--- src/include/gpb_pkg.sv ---
package gpb_pkg;

   // =====================================================================
   // Bank shape
   // =====================================================================
   localparam int NUM_PORTS          = 4;
   localparam int PORT_WIDTH         = 16;
   localparam int HOST_DATA_WIDTH    = 16;
   localparam int HOST_ADDR_WIDTH    = 5;
   // Bit position that the last (narrow) port does not implement
   localparam int NARROW_MISSING_BIT = 0;

   // =====================================================================
   // Register map, host byte addresses and register indexes
   // =====================================================================
   localparam logic [23:0] REG_BASE_BYTE    = 24'hC0_0002;
   localparam logic [23:0] PORT_A_VALUE_BYTE = 24'hC0_0002;
   localparam logic [23:0] PORT_A_DIR_BYTE   = 24'hC0_0006;
   localparam logic [23:0] PORT_B_VALUE_BYTE = 24'hC0_000A;
   localparam logic [23:0] PORT_B_DIR_BYTE   = 24'hC0_000E;
   localparam logic [23:0] PORT_C_VALUE_BYTE = 24'hC0_0012;
   localparam logic [23:0] PORT_C_DIR_BYTE   = 24'hC0_0016;
   localparam logic [23:0] PORT_D_VALUE_BYTE = 24'hC0_001A;
   localparam logic [23:0] PORT_D_DIR_BYTE   = 24'hC0_001E;

   // Register index on the five address lines: (byte - base) / 4
   localparam logic [4:0] IDX_PORT_A_VALUE =
      5'((PORT_A_VALUE_BYTE - REG_BASE_BYTE) >> 2);
   localparam logic [4:0] IDX_PORT_A_DIR   =
      5'((PORT_A_DIR_BYTE - REG_BASE_BYTE) >> 2);
   localparam logic [4:0] IDX_PORT_D_VALUE =
      5'((PORT_D_VALUE_BYTE - REG_BASE_BYTE) >> 2);
   localparam logic [4:0] IDX_PORT_D_DIR   =
      5'((PORT_D_DIR_BYTE - REG_BASE_BYTE) >> 2);
   // First index past the implemented registers
   localparam logic [4:0] IDX_END          = 5'h08;

   // =====================================================================
   // Reset values
   // =====================================================================
   localparam logic [15:0] VALUE_RESET   = 16'h0000;
   localparam logic [15:0] DIR_RESET     = 16'h0000;
   localparam logic [15:0] READ_IDLE     = 16'h0000;

   // =====================================================================
   // Host access timing, in host interface cycles
   // =====================================================================
   localparam int HOST_SETUP_CYC      = 2;
   localparam int HOST_STROBE_CYC     = 4;
   localparam int HOST_HOLD_CYC       = 2;
   localparam int HOST_WRITE_CYC      = 11;
   localparam int HOST_READ_HOLD_CYC  = 10;
   localparam int HOST_READ_CYC       = 18;
   // Cycles from strobe active to read data on the bus
   localparam int READ_DRIVE_LAT      = 1;

endpackage : gpb_pkg

--- src/rtl/gpb_top.sv ---
// Operation
// - Four ports: three sixteen bits wide, one fifteen bits wide.
// - Every port has one direction register and one value register.
// - Direction bit 0 makes the pin input, 1 makes it driven output.
// - Value read returns pin levels; value write sets driven output level.
// - After reset all direction bits are clear, no pin driven.
// - Input pins get a weak keeper holding their last level.
// - Register selected by five low host address lines, 32 slots.
// - Access needs region select plus write strobe, or read plus enable.
// - Logic may run from the host clock output, default 150 MHz.
// - Host data lines driven only during a valid read to us.
// - Host address lines are inputs only, never driven.
// - Host strobe and select lines are inputs only, never driven.
// - Host clock pins are inputs only; may clock the logic.
module gpb_top
   import gpb_pkg::*;
#(
   parameter int PORT_W = PORT_WIDTH
)(
   input  wire logic                       MCLK,
   input  wire logic                       RST_N,
   input  wire logic [HOST_ADDR_WIDTH-1:0] HOST_ADDR,
   input  wire logic [HOST_DATA_WIDTH-1:0] HOST_DATA_IN,
   output logic      [HOST_DATA_WIDTH-1:0] HOST_DATA_OUT,
   output logic      [HOST_DATA_WIDTH-1:0] HOST_DATA_OE_N,
   input  wire logic                       HOST_REGION_SELECT_N,
   input  wire logic                       HOST_WRITE_STROBE_N,
   input  wire logic                       HOST_READ_STROBE_N,
   input  wire logic                       HOST_OUTPUT_ENABLE_N,
   input  wire logic [PORT_W-1:0]          PORT_A_IN,
   output logic      [PORT_W-1:0]          PORT_A_OUT,
   output logic      [PORT_W-1:0]          PORT_A_OE_N,
   output logic      [PORT_W-1:0]          PORT_A_KEEP,
   input  wire logic [PORT_W-1:0]          PORT_B_IN,
   output logic      [PORT_W-1:0]          PORT_B_OUT,
   output logic      [PORT_W-1:0]          PORT_B_OE_N,
   output logic      [PORT_W-1:0]          PORT_B_KEEP,
   input  wire logic [PORT_W-1:0]          PORT_C_IN,
   output logic      [PORT_W-1:0]          PORT_C_OUT,
   output logic      [PORT_W-1:0]          PORT_C_OE_N,
   output logic      [PORT_W-1:0]          PORT_C_KEEP,
   input  wire logic [PORT_W-1:0]          PORT_D_IN,
   output logic      [PORT_W-1:0]          PORT_D_OUT,
   output logic      [PORT_W-1:0]          PORT_D_OE_N,
   output logic      [PORT_W-1:0]          PORT_D_KEEP
);

   // =====================================================================
   // Host strobe decode
   // =====================================================================
   // Address, strobes and clock are only ever sampled, never driven
   logic                       wr_act;
   logic                       rd_act;
   logic                       wr_take;
   logic                       wr_act_reg;
   logic [HOST_ADDR_WIDTH-1:0] reg_idx;
   logic                       idx_mapped;
   logic [1:0]                 rd_port;

   assign reg_idx    = HOST_ADDR;
   assign wr_act     = ~HOST_REGION_SELECT_N
                       & ~HOST_WRITE_STROBE_N;
   assign rd_act     = ~HOST_REGION_SELECT_N & ~HOST_READ_STROBE_N
                       & ~HOST_OUTPUT_ENABLE_N;
   // One register write per strobe, taken on its first active cycle
   assign wr_take    = wr_act & ~wr_act_reg;
   assign idx_mapped = reg_idx < IDX_END;
   assign rd_port    = reg_idx[2:1];

   // MCLK may be the host clock output itself
   always_ff @(posedge MCLK) begin
      if (!RST_N) begin
         wr_act_reg <= 1'b0;
      end else begin
         wr_act_reg <= wr_act;
      end
   end

   // =====================================================================
   // Port registers
   // =====================================================================
   logic [PORT_W-1:0] pin_in    [NUM_PORTS];
   logic [PORT_W-1:0] value_reg [NUM_PORTS];
   logic [PORT_W-1:0] oe_n_reg  [NUM_PORTS];
   logic [PORT_W-1:0] port_mask [NUM_PORTS];
   logic [PORT_W-1:0] wr_data;

   assign pin_in[0] = PORT_A_IN;
   assign pin_in[1] = PORT_B_IN;
   assign pin_in[2] = PORT_C_IN;
   assign pin_in[3] = PORT_D_IN;
   assign wr_data   = PORT_W'(HOST_DATA_IN);

   for (genvar p = 0; p < NUM_PORTS; p++) begin : g_port
      logic              wr_value;
      logic              wr_dir;
      logic [PORT_W-1:0] value_next;
      logic [PORT_W-1:0] oe_n_next;

      // Last port is the narrow one with its low bit missing
      assign port_mask[p] = (p == NUM_PORTS - 1)
         ? ~(PORT_W'(1) << NARROW_MISSING_BIT) : '1;
      assign wr_value   = wr_take
         && reg_idx == 5'(IDX_PORT_A_VALUE + 5'(2 * p));
      assign wr_dir     = wr_take
         && reg_idx == 5'(IDX_PORT_A_DIR + 5'(2 * p));
      // Latch updates whatever the direction
      assign value_next = wr_value ? (wr_data & port_mask[p])
                                   : value_reg[p];
      // Stored inverted so the enable leaves a flop directly
      assign oe_n_next  = wr_dir ? ~(wr_data & port_mask[p])
                                 : oe_n_reg[p];

      always_ff @(posedge MCLK) begin
         if (!RST_N) begin
            value_reg[p] <= PORT_W'(VALUE_RESET);
            oe_n_reg[p]  <= ~PORT_W'(DIR_RESET);
         end else begin
            value_reg[p] <= value_next;
            oe_n_reg[p]  <= oe_n_next;
         end
      end
   end

   assign PORT_A_OUT  = value_reg[0];
   assign PORT_B_OUT  = value_reg[1];
   assign PORT_C_OUT  = value_reg[2];
   assign PORT_D_OUT  = value_reg[3];
   assign PORT_A_OE_N = oe_n_reg[0];
   assign PORT_B_OE_N = oe_n_reg[1];
   assign PORT_C_OE_N = oe_n_reg[2];
   assign PORT_D_OE_N = oe_n_reg[3];
   // Keeper on exactly the pins that are inputs
   assign PORT_A_KEEP = oe_n_reg[0];
   assign PORT_B_KEEP = oe_n_reg[1];
   assign PORT_C_KEEP = oe_n_reg[2];
   assign PORT_D_KEEP = oe_n_reg[3];

   // =====================================================================
   // Read path
   // =====================================================================
   logic [PORT_W-1:0]          rd_word;
   logic [HOST_DATA_WIDTH-1:0] data_out_reg;
   logic [HOST_DATA_WIDTH-1:0] data_out_next;
   logic [HOST_DATA_WIDTH-1:0] data_oe_n_reg;

   // Value reads show live pin levels; reads have no side effect
   assign rd_word = !idx_mapped ? '0
      : reg_idx[0] ? (~oe_n_reg[rd_port] & port_mask[rd_port])
      : (pin_in[rd_port] & port_mask[rd_port]);
   assign data_out_next = rd_act ? HOST_DATA_WIDTH'(rd_word)
                                 : data_out_reg;

   always_ff @(posedge MCLK) begin
      if (!RST_N) begin
         data_out_reg  <= READ_IDLE;
         data_oe_n_reg <= '1;
      end else begin
         data_out_reg  <= data_out_next;
         data_oe_n_reg <= {HOST_DATA_WIDTH{~rd_act}};
      end
   end

   assign HOST_DATA_OUT  = data_out_reg;
   assign HOST_DATA_OE_N = data_oe_n_reg;
endmodule : gpb_top

--- config.mk ---
export PLATFORM = sky130hd
export DESIGN_NAME = gpb_top
export DESIGN_NICKNAME = d
export VERILOG_FILES = /design/src/include/gpb_pkg.sv /design/src/rtl/gpb_top.sv
export SDC_FILE = /design/constraint.sdc
export NUM_CORES = 1
export LEC_CHECK = 0
export BUFFER_PORTS_ARGS = -buffer_cell sky130_fd_sc_hd__buf_2
export CORE_AREA = 2 2 122 124
export CTS_CLUSTER_SIZE = 28
export DETAILED_ROUTE_END_ITERATION = 16
export DIE_AREA = 0 0 124 126
export PLACE_DENSITY = 0.91
export SYNTH_ARGS = -nofsm -noshare
export SYNTH_HDL_FRONTEND = slang
export SYNTH_SLANG_ARGS = --single-unit
--- constraint.sdc ---
create_clock -name MCLK -period 3.6 [get_ports MCLK]
set_clock_uncertainty 0.15 [all_clocks]
set_input_delay 0.9 -clock MCLK [delete_from_list [all_inputs] [get_ports MCLK]]
set_output_delay 0.9 -clock MCLK [all_outputs]
set_load 0.01 [all_outputs]
==> results by group, run 1 <==
Logic synthesis
  • Most common cell in the netlist: dfxtp_1
  • Post-synth top area share: between 40% and 50%
  • Number of flops mapped to enable cells by yosys: 0
  • Sequential share of the synthesized area: about 44%
  • Top cells by count, synth: 144 x dfxtp_1, 124 x nand2_1, 83 x buf_4
  • Synth area leader: dfxtp_1
  • Asr flop ratio synth: 0%
  • Synth Flop Type: dfxtp_1
  • Flops & latches, synth: about 140
  • Synth top area cells: dfxtp_1 44%, buf_4 9.5%, nand2_1 7.1%, o211ai_1 6.6%, mux4_2 5.5%
  • Unique cell type count in the Yosys netlist: 33
  • Synth warn: 0
  • Mapped cell area: approximately 6600 µm²
  • Mapped Avg Cell Area: roughly 9 µm²
  • Syn Inst Count: ~750

Finish
  • Final core utilization: a little under three fifths
  • Fin area: between 8000 and 9000 µm²
  • Layout cells sized above 1: between 30% and 40%
  • ANT cells: 0
  • Layout Nets: 1040
  • Finished Layout Cells: between 1000 and 1500
  • Fillers: 1248
  • Area delta synth->final: 24.8%

Timing
  • Hold slack: around 0.3 ns
  • FMAX: 381 MHz
  • Fin crit period: ~2.6 ns
  • Slew margin rel.: 60.0%
  • Measured slew at the worst slew-check pin: 0.594 ns
  • Max-slew violations: 0
  • Final Cycle Share: 73.0%
  • Final setup fails: 0
  • Total Neg Setup Slack: 0 ns
  • Hold Vio Cnt, Final: 0
  • RSZ-0062 raised after global routing: no

Route
  • Met2 WL: 10500 µm
  • Vias per inst: about 5.4
  • Antenna viol nets, final: 0
  • Vias: 6199
  • DR WL/cell: ~19 µm
  • DR iter-0 viols: between 400 and 500
  • Metal3 WL: roughly 1800 µm
  • Drt drc: 0
  • Top Metal Used: met4
  • First-pass DRT Iterations: 5
  • Wl on met1: 8240 µm
  • Total Routed Length: 21300 µm

Critical path
  • Reg-to-reg slack, setup: around 1.8 ns
  • Crit path required time: 3.71 ns
  • Reg2Reg Depth: 4
  • Class of the most critical setup path: input pin to flip-flop
  • Critical Path AT: about 2.7 ns
  • Worst setup endpoint: oe_n_reg[0][15]
  • Critical Path Source Type: input pin
  • Worst reg2reg startpoint: wr_act_reg
  • Crit. Startpoint: HOST_ADDR[4]
  • Worst path max stage delay: between 0.7 and 0.8 ns
  • Worst path depth: 6
  • Slowest stage cell, crit path: or4b_1
  • CP delay by family, top: simple AND/OR/NAND/NOR gates
  • CP Capture Type: flip-flop
  • CP max FO: 22
  • CP bufs+invs: 2
  • Crit-path cells: buf_2 > nor4_2 > or4b_1 > buf_12 > nand2_1 > o211ai_1
  • Reg2reg end: oe_n_reg[0][15]

Global route
  • Remaining global-route overflow: 0
  • Pin count of the biggest net entering global routing: 85
  • Initial antenna violation count: 0
  • Vias in the first global route: 5726
  • First-pass GRT wire length: about 32000 µm
  • Global Route Usage Sum: approximately 27%

Placement
  • Dpl cells: ~1100
  • Post-DP HPWL: around 16000 µm
  • GP Congestion: 0.819
  • IO buf count: 310
  • Cell area after placement: roughly 7600 µm²

Floorplanning
  • Core Region: 14300 µm²
  • Row count: 44
  • Die Wd: between 100 and 150 µm
  • Die extent in y: approximately 130 µm
  • Die ar.: ~16000 µm²
  • Initial Util: between 40% and 50%
  • IO Count: 315

Pwr
  • Clk pwr share: 46.3%
  • Int Power: between 2 and 3 mW
  • Pwr Density: around 430 nW/µm²
  • Leakage: ~3.8 nW
  • Combinational power share: 8.0%
  • Sequential group share of total power: 45.7%
  • Maximum VDD drop: roughly 0.00030 V
  • P_sw: 0.883 mW
  • Sw Share: about a quarter

CTS
  • Setup Buffers After CTS: 0
  • Clock tree from TritonCTS: yes
  • CTS buffer count: 17
  • Cts hold-fix bufs: 0
  • Worst-path clk slew: ~0.060 ns
  • Clock Latency Late Sink: about 0.42 ns
  • Clock buffer depth: 2
  • Clock Sinks: approximately 140
  • CTS Root Cell: clkbuf_16
  • Htree depth: 4
  • CTS resizes: 0

Worst hold path
  • Hold Crit Class: flip-flop to flip-flop

Status
  • Status: completed

Run
  • Max-Cap Viols: 0
worst reg2reg max path, delay by kind of cell (launching register included):
kind,cells,cell delay [ns]
buffers and inverters,1,0.26
flip-flops,1,0.39
AND/OR/NAND/NOR,2,0.80
AO/OA/AOI/OAI,1,0.09
logic make-up (layout without fill, tap and decap cells):
| group | Yosys count | after routing | share of synthesized area (%) |
|---|---|---|---|
| buf+inv | 151 | 366 | 13.8 |
| other cells | 2 | 3 | 0.114 |
| simple gates | 245 | 245 | 17.1 |
| mux | 45 | 45 | 9.89 |
| flops | 144 | 144 | 43.8 |
| compound gates | 159 | 159 | 15.3 |
placed cells by master, fill, tap and decap left out, types with 5 or more instances in the layout:
master,synthesis,routed
o21ai_1,5,5
a31oi_1,5,5
clkbuf_16,0,17
nor2_1,24,24
o211ai_1,58,58
and2_1,15,15
o31ai_1,14,14
buf_4,83,15
mux2i_1,29,29
o22ai_1,14,14
dfxtp_1,144,144
nand2_1,124,124
inv_1,7,7
nand3_1,64,64
mux4_2,16,16
buf_2,16,309
or4b_1,5,5
o21ai_0,60,60
clkinvlp_4,0,5
worst min path at each step:
stage	from	endpoint	slack [ns]	depth (start not counted)
finish	value_reg[0][8]	value_reg[0][8]	0.30	2
global route	value_reg[0][4]	value_reg[0][4]	0.32	2
CTS	value_reg[0][8]	value_reg[0][8]	0.30	2
detailed placement	value_reg[0][8]	value_reg[0][8]	0.29	2
global placement	value_reg[2][3]	value_reg[2][3]	0.28	2
floorplan	value_reg[0][8]	value_reg[0][8]	0.32	2
power groups by stage:
| stage | logic (mW) | registers [mW] | clock network [mW] |
|---|---|---|---|
| 2_1_floorplan | 0.154 | 1.65 | 0 |
| 6_report | 0.281 | 1.61 | 1.63 |
| 3_3_place_gp | 0.274 | 1.65 | 0 |
| 3_5_place_dp | 0.281 | 1.65 | 0 |
| 4_1_cts | 0.281 | 1.61 | 1.66 |
| 5_1_grt | 0.305 | 1.61 | 1.73 |
routing by layer:
| layer | vias to the layer above | global-route usage (%) |
|---|---|---|
| li1 | 2953 | - |
| met1 | 2894 | 32.3 |
| met2 | 308 | 44.9 |
| met3 | 44 | 7.38 |
| met4 | 0 | 11.4 |
| met5 | - | 0 |
area by class of cell:
cell class,instances,area [µm²],share of cell area (%)
tap,184,230,2.81
multi-input combinational,452,2800,34.1
clock inverter,13,104,1.27
clock buffer,19,453,5.52
sequential,144,2880,35.1
timing repair buffer,327,1710,20.8
inverter,7,26.3,0.320
stage by stage:
| step | total power [mW] | setup WS (ns) |
|---|---|---|
| 3_5_place_dp | 1.93 | 0.556 |
| 2_1_floorplan | 1.80 | 1.09 |
| 5_1_grt | 3.65 | 0.867 |
| 6_report | 3.53 | 0.972 |
| 4_1_cts | 3.55 | 1.01 |
| 3_3_place_gp | 1.92 | 0.614 |
Power figures use the tool's default switching activity.
==> run 2: changes to the inputs <==
Settings changed: ABC_AREA set to 1, CORE_AREA 2 2 122 124 to not set, CORE_UTILIZATION set to 43, DIE_AREA 0 0 124 126 to not set, PLACE_DENSITY 0.91 to 0.88.
Clock period 3.6 ns to 2.2 ns, I/O delays scaled along.
==> results by group, run 2 <==
Global route
  • Pin count of the biggest net entering global routing: 59 (was 85)
  • Vias in the first global route: 6310 (was 5726)
  • Remaining global-route overflow: 0 (unchanged)
  • First-pass GRT wire length: 34100 µm (was 31500 µm)
  • Global Route Usage Sum: 27.7% (was 26.9%)
  • Initial antenna violation count: 3 (was 0)

CTS
  • Clock Latency Late Sink: 0.42 ns (about the same)
  • Cts hold-fix bufs: 0 (unchanged)
  • Setup Buffers After CTS: 0 (unchanged)
  • CTS resizes: 0 (unchanged)
  • CTS Root Cell: clkbuf_16 (unchanged)
  • Htree depth: 4 (unchanged)
  • Worst-path clk slew: 0.06 ns (about the same)
  • CTS buffer count: 17 (unchanged)
  • Clock tree from TritonCTS: yes (unchanged)
  • Clock Sinks: 144 (unchanged)
  • Clock buffer depth: 2 (unchanged)

Finish
  • Commonest non-fill, non-tap cell in the layout: buf_2 (unchanged)
  • Fillers: 1447 (was 1248)
  • Layout Nets: 1261 (was 1040)
  • Most frequent cells in the layout: 310 x buf_2, 171 x nand2_1, 158 x nor2_1, 144 x dfxtp_1, 94 x nand3_1 (was 309 x buf_2, 144 x dfxtp_1, 124 x nand2_1, 64 x nand3_1, 60 x o21ai_0)
  • Layout cells sized above 1: 33.5% (was 39.3%)
  • Area delta synth->final: 26.3% (was 24.8%)
  • Finished Layout Cells: 1395 (was 1146)
  • Fin area: 8680 µm² (was 8210 µm²)

Pwr
  • Pwr Density: 752 nW/µm² (was 430 nW/µm²)
  • PnR Total Power: 6.53 mW (was 3.53 mW)
  • Leakage: 4.23 nW (was 3.83 nW)
  • Maximum VDD drop: 0.000503 V (was 0.000301 V)

Route
  • DR WL/cell: 16.9 µm (was 18.6 µm)
  • Total Routed Length: 23500 µm (was 21300 µm)
  • DR iter-0 viols: 509 (was 467)
  • Drt drc: 0 (unchanged)
  • Vias per inst: 5.10 (was 5.41)
  • First-pass DRT Iterations: 5 (unchanged)
  • Vias: 7111 (was 6199)
  • Antenna viol nets, final: 0 (unchanged)

Placement
  • GP Congestion: 0.877 (was 0.819)
  • Cell area after placement: 8000 µm² (was 7650 µm²)
  • Dpl cells: 1362 (was 1114)
  • Post-DP HPWL: 16900 µm (was 15700 µm)
  • IO buf count: 310 (unchanged)

Logic synthesis
  • Post-synth top area share: 42.0% (was 43.8%)
  • Largest family of logic cells by synthesized area: simple AND/OR/NAND/NOR gates (unchanged)
  • Number of flops mapped to enable cells by yosys: 0 (unchanged)
  • Sequential share of the synthesized area: 42.0% (was 43.8%)
  • Synth Flop Type: dfxtp_1 (unchanged)
  • Syn Inst Count: 960 (was 746)
  • Mapped Avg Cell Area: 7.16 µm² (was 8.82 µm²)
  • Most common cell in the netlist: nand2_1 (was dfxtp_1)
  • Unique cell type count in the Yosys netlist: 25 (was 33)
  • Simple-gate area share of the yosys netlist: 28.0% (was 17.1%)
  • Top cells by count, synth: 171 x nand2_1, 158 x nor2_1, 144 x dfxtp_1 (was 144 x dfxtp_1, 124 x nand2_1, 83 x buf_4)
  • Synth warn: 0 (unchanged)
  • Flops & latches, synth: 144 (unchanged)
  • Asr flop ratio synth: 0% (unchanged)
  • Mapped cell area: 6870 µm² (was 6580 µm²)
  • Compound-gate portion of the synthesized area: 13.9% (was 15.3%)
  • Synth area leader: dfxtp_1 (unchanged)
  • Post-synthesis mux area share: 0% (was 9.89%)
  • Synth top area cells: dfxtp_1 42%, nand2_1 9.3%, buf_4 9.1%, nor2_1 8.6%, nand3_1 6.8% (was dfxtp_1 44%, buf_4 9.5%, nand2_1 7.1%, o211ai_1 6.6%, mux4_2 5.5%)
  • Post-Synth XOR/XNOR Area: 0% (unchanged)
  • Post-Synth Adder-Cell Area: 0% (unchanged)

Timing
  • Total Neg Setup Slack: 0 ns (unchanged)
  • Fin crit period: between 1.5 and 2 ns
  • RSZ-0062 raised after global routing: no (unchanged)
  • Final setup fails: 0 (unchanged)
  • FMAX: about 550 MHz
  • Max-slew violations: 0 (unchanged)
  • Hold Vio Cnt, Final: 0 (unchanged)
  • Final Cycle Share: around 83%
  • Hold slack: 0.167 ns (was 0.297 ns)

Floorplanning
  • Core Region: 15400 µm² (was 14300 µm²)
  • IO Count: 315 (unchanged)
  • Die Wd: 128 µm (was 124 µm)
  • Die extent in y: 128 µm (was 126 µm)
  • Row count: 45 (was 44)
  • Die ar.: 16500 µm² (was 15600 µm²)
  • Initial Util: 44.7% (was 45.9%)

Critical path
  • CP max FO: 16 (was 22)
  • Worst path max stage delay: 0.52 ns (was 0.73 ns)
  • Slowest stage cell, crit path: dfxtp_1 (was or4b_1)
  • CP Capture Type: output port (was flip-flop)
  • Crit path required time: 1.50 ns (was 3.71 ns)
  • Crit-path cells: buf_2 (was buf_2 > nor4_2 > or4b_1 > buf_12 > nand2_1 > o211ai_1)
  • CP delay by family, top: flip-flops (was simple AND/OR/NAND/NOR gates)
  • Critical Path Source Type: flip-flop (was input pin)
  • Critical Path AT: 1.13 ns (was 2.74 ns)
  • Class of the most critical setup path: flip-flop to output port (was input pin to flip-flop)
  • CP bufs+invs: 1 (was 2)

Worst hold path
  • Hold Crit Class: input pin to flip-flop (was flip-flop to flip-flop)

Status
  • Status: completed (unchanged)

Run
  • Max-Cap Viols: 0 (unchanged)
==> run 2: power breakdown <==
part | internal [mW] | switching [mW]
combinational | 0.204 | 0.376
clock | 2.21 | 1.09
sequential | 2.63 | 0.0164
==> run 2: area by class of cell <==
| class | count | area, µm² | share of cell area, % |
|---|---|---|---|
| Timing Repair Buffer | 331 | 1780 | 20.6 |
| Sequential cell | 144 | 2880 | 33.2 |
| Tap cell | 211 | 264 | 3.04 |
| Clock inverter | 11 | 208 | 2.39 |
| Clock buffer | 21 | 470 | 5.42 |
| Inverter | 47 | 179 | 2.06 |
| Antenna cell | 1 | 2.50 | 0.0288 |
| Multi-Input combinational cell | 629 | 2890 | 33.3 |
==> run 2: final timing paths <==
kind,from,endpoint,slack (ns),cells past startpoint
hold reg to reg,HOST_DATA_OUT[1],HOST_DATA_OUT[1],0.31,2
setup reg to reg,wr_act_reg,value_reg[3][9],0.64,7
hold / removal,HOST_WRITE_STROBE_N,wr_act_reg,0.17,2
setup / recovery,HOST_DATA_OE_N[0],HOST_DATA_OE_N[3],0.37,1
==> run 2: cell families after synthesis <==
group,count (synthesis)
AO/OA/AOI/OAI,174
flip-flops,144
other,2
buffers and inverters,188
AND/OR/NAND/NOR,452
==> run 2: metal layers <==
| metal | global-route usage, % | wire length (µm) | vias up | part of all wire, % |
|---|---|---|---|---|
| met5 | 0 | 27 | - | 0.11 |
| met4 | 13.1 | 794 | 4 | 3.4 |
| met3 | 6.99 | 2070 | 51 | 8.8 |
| met2 | 47.5 | 11200 | 361 | 48 |
| met1 | 32.5 | 9400 | 3245 | 40 |
| li1 | - | - | 3450 | - |
==> run 2: through the flow <==
stage	setup slack [ns]	util (%)
after detailed placement	0.168	52.0
after global placement	0.188	52.0
after floorplan	0.525	-
after CTS	0.338	56.4
final	0.373	56.5
after global routing	0.263	56.5
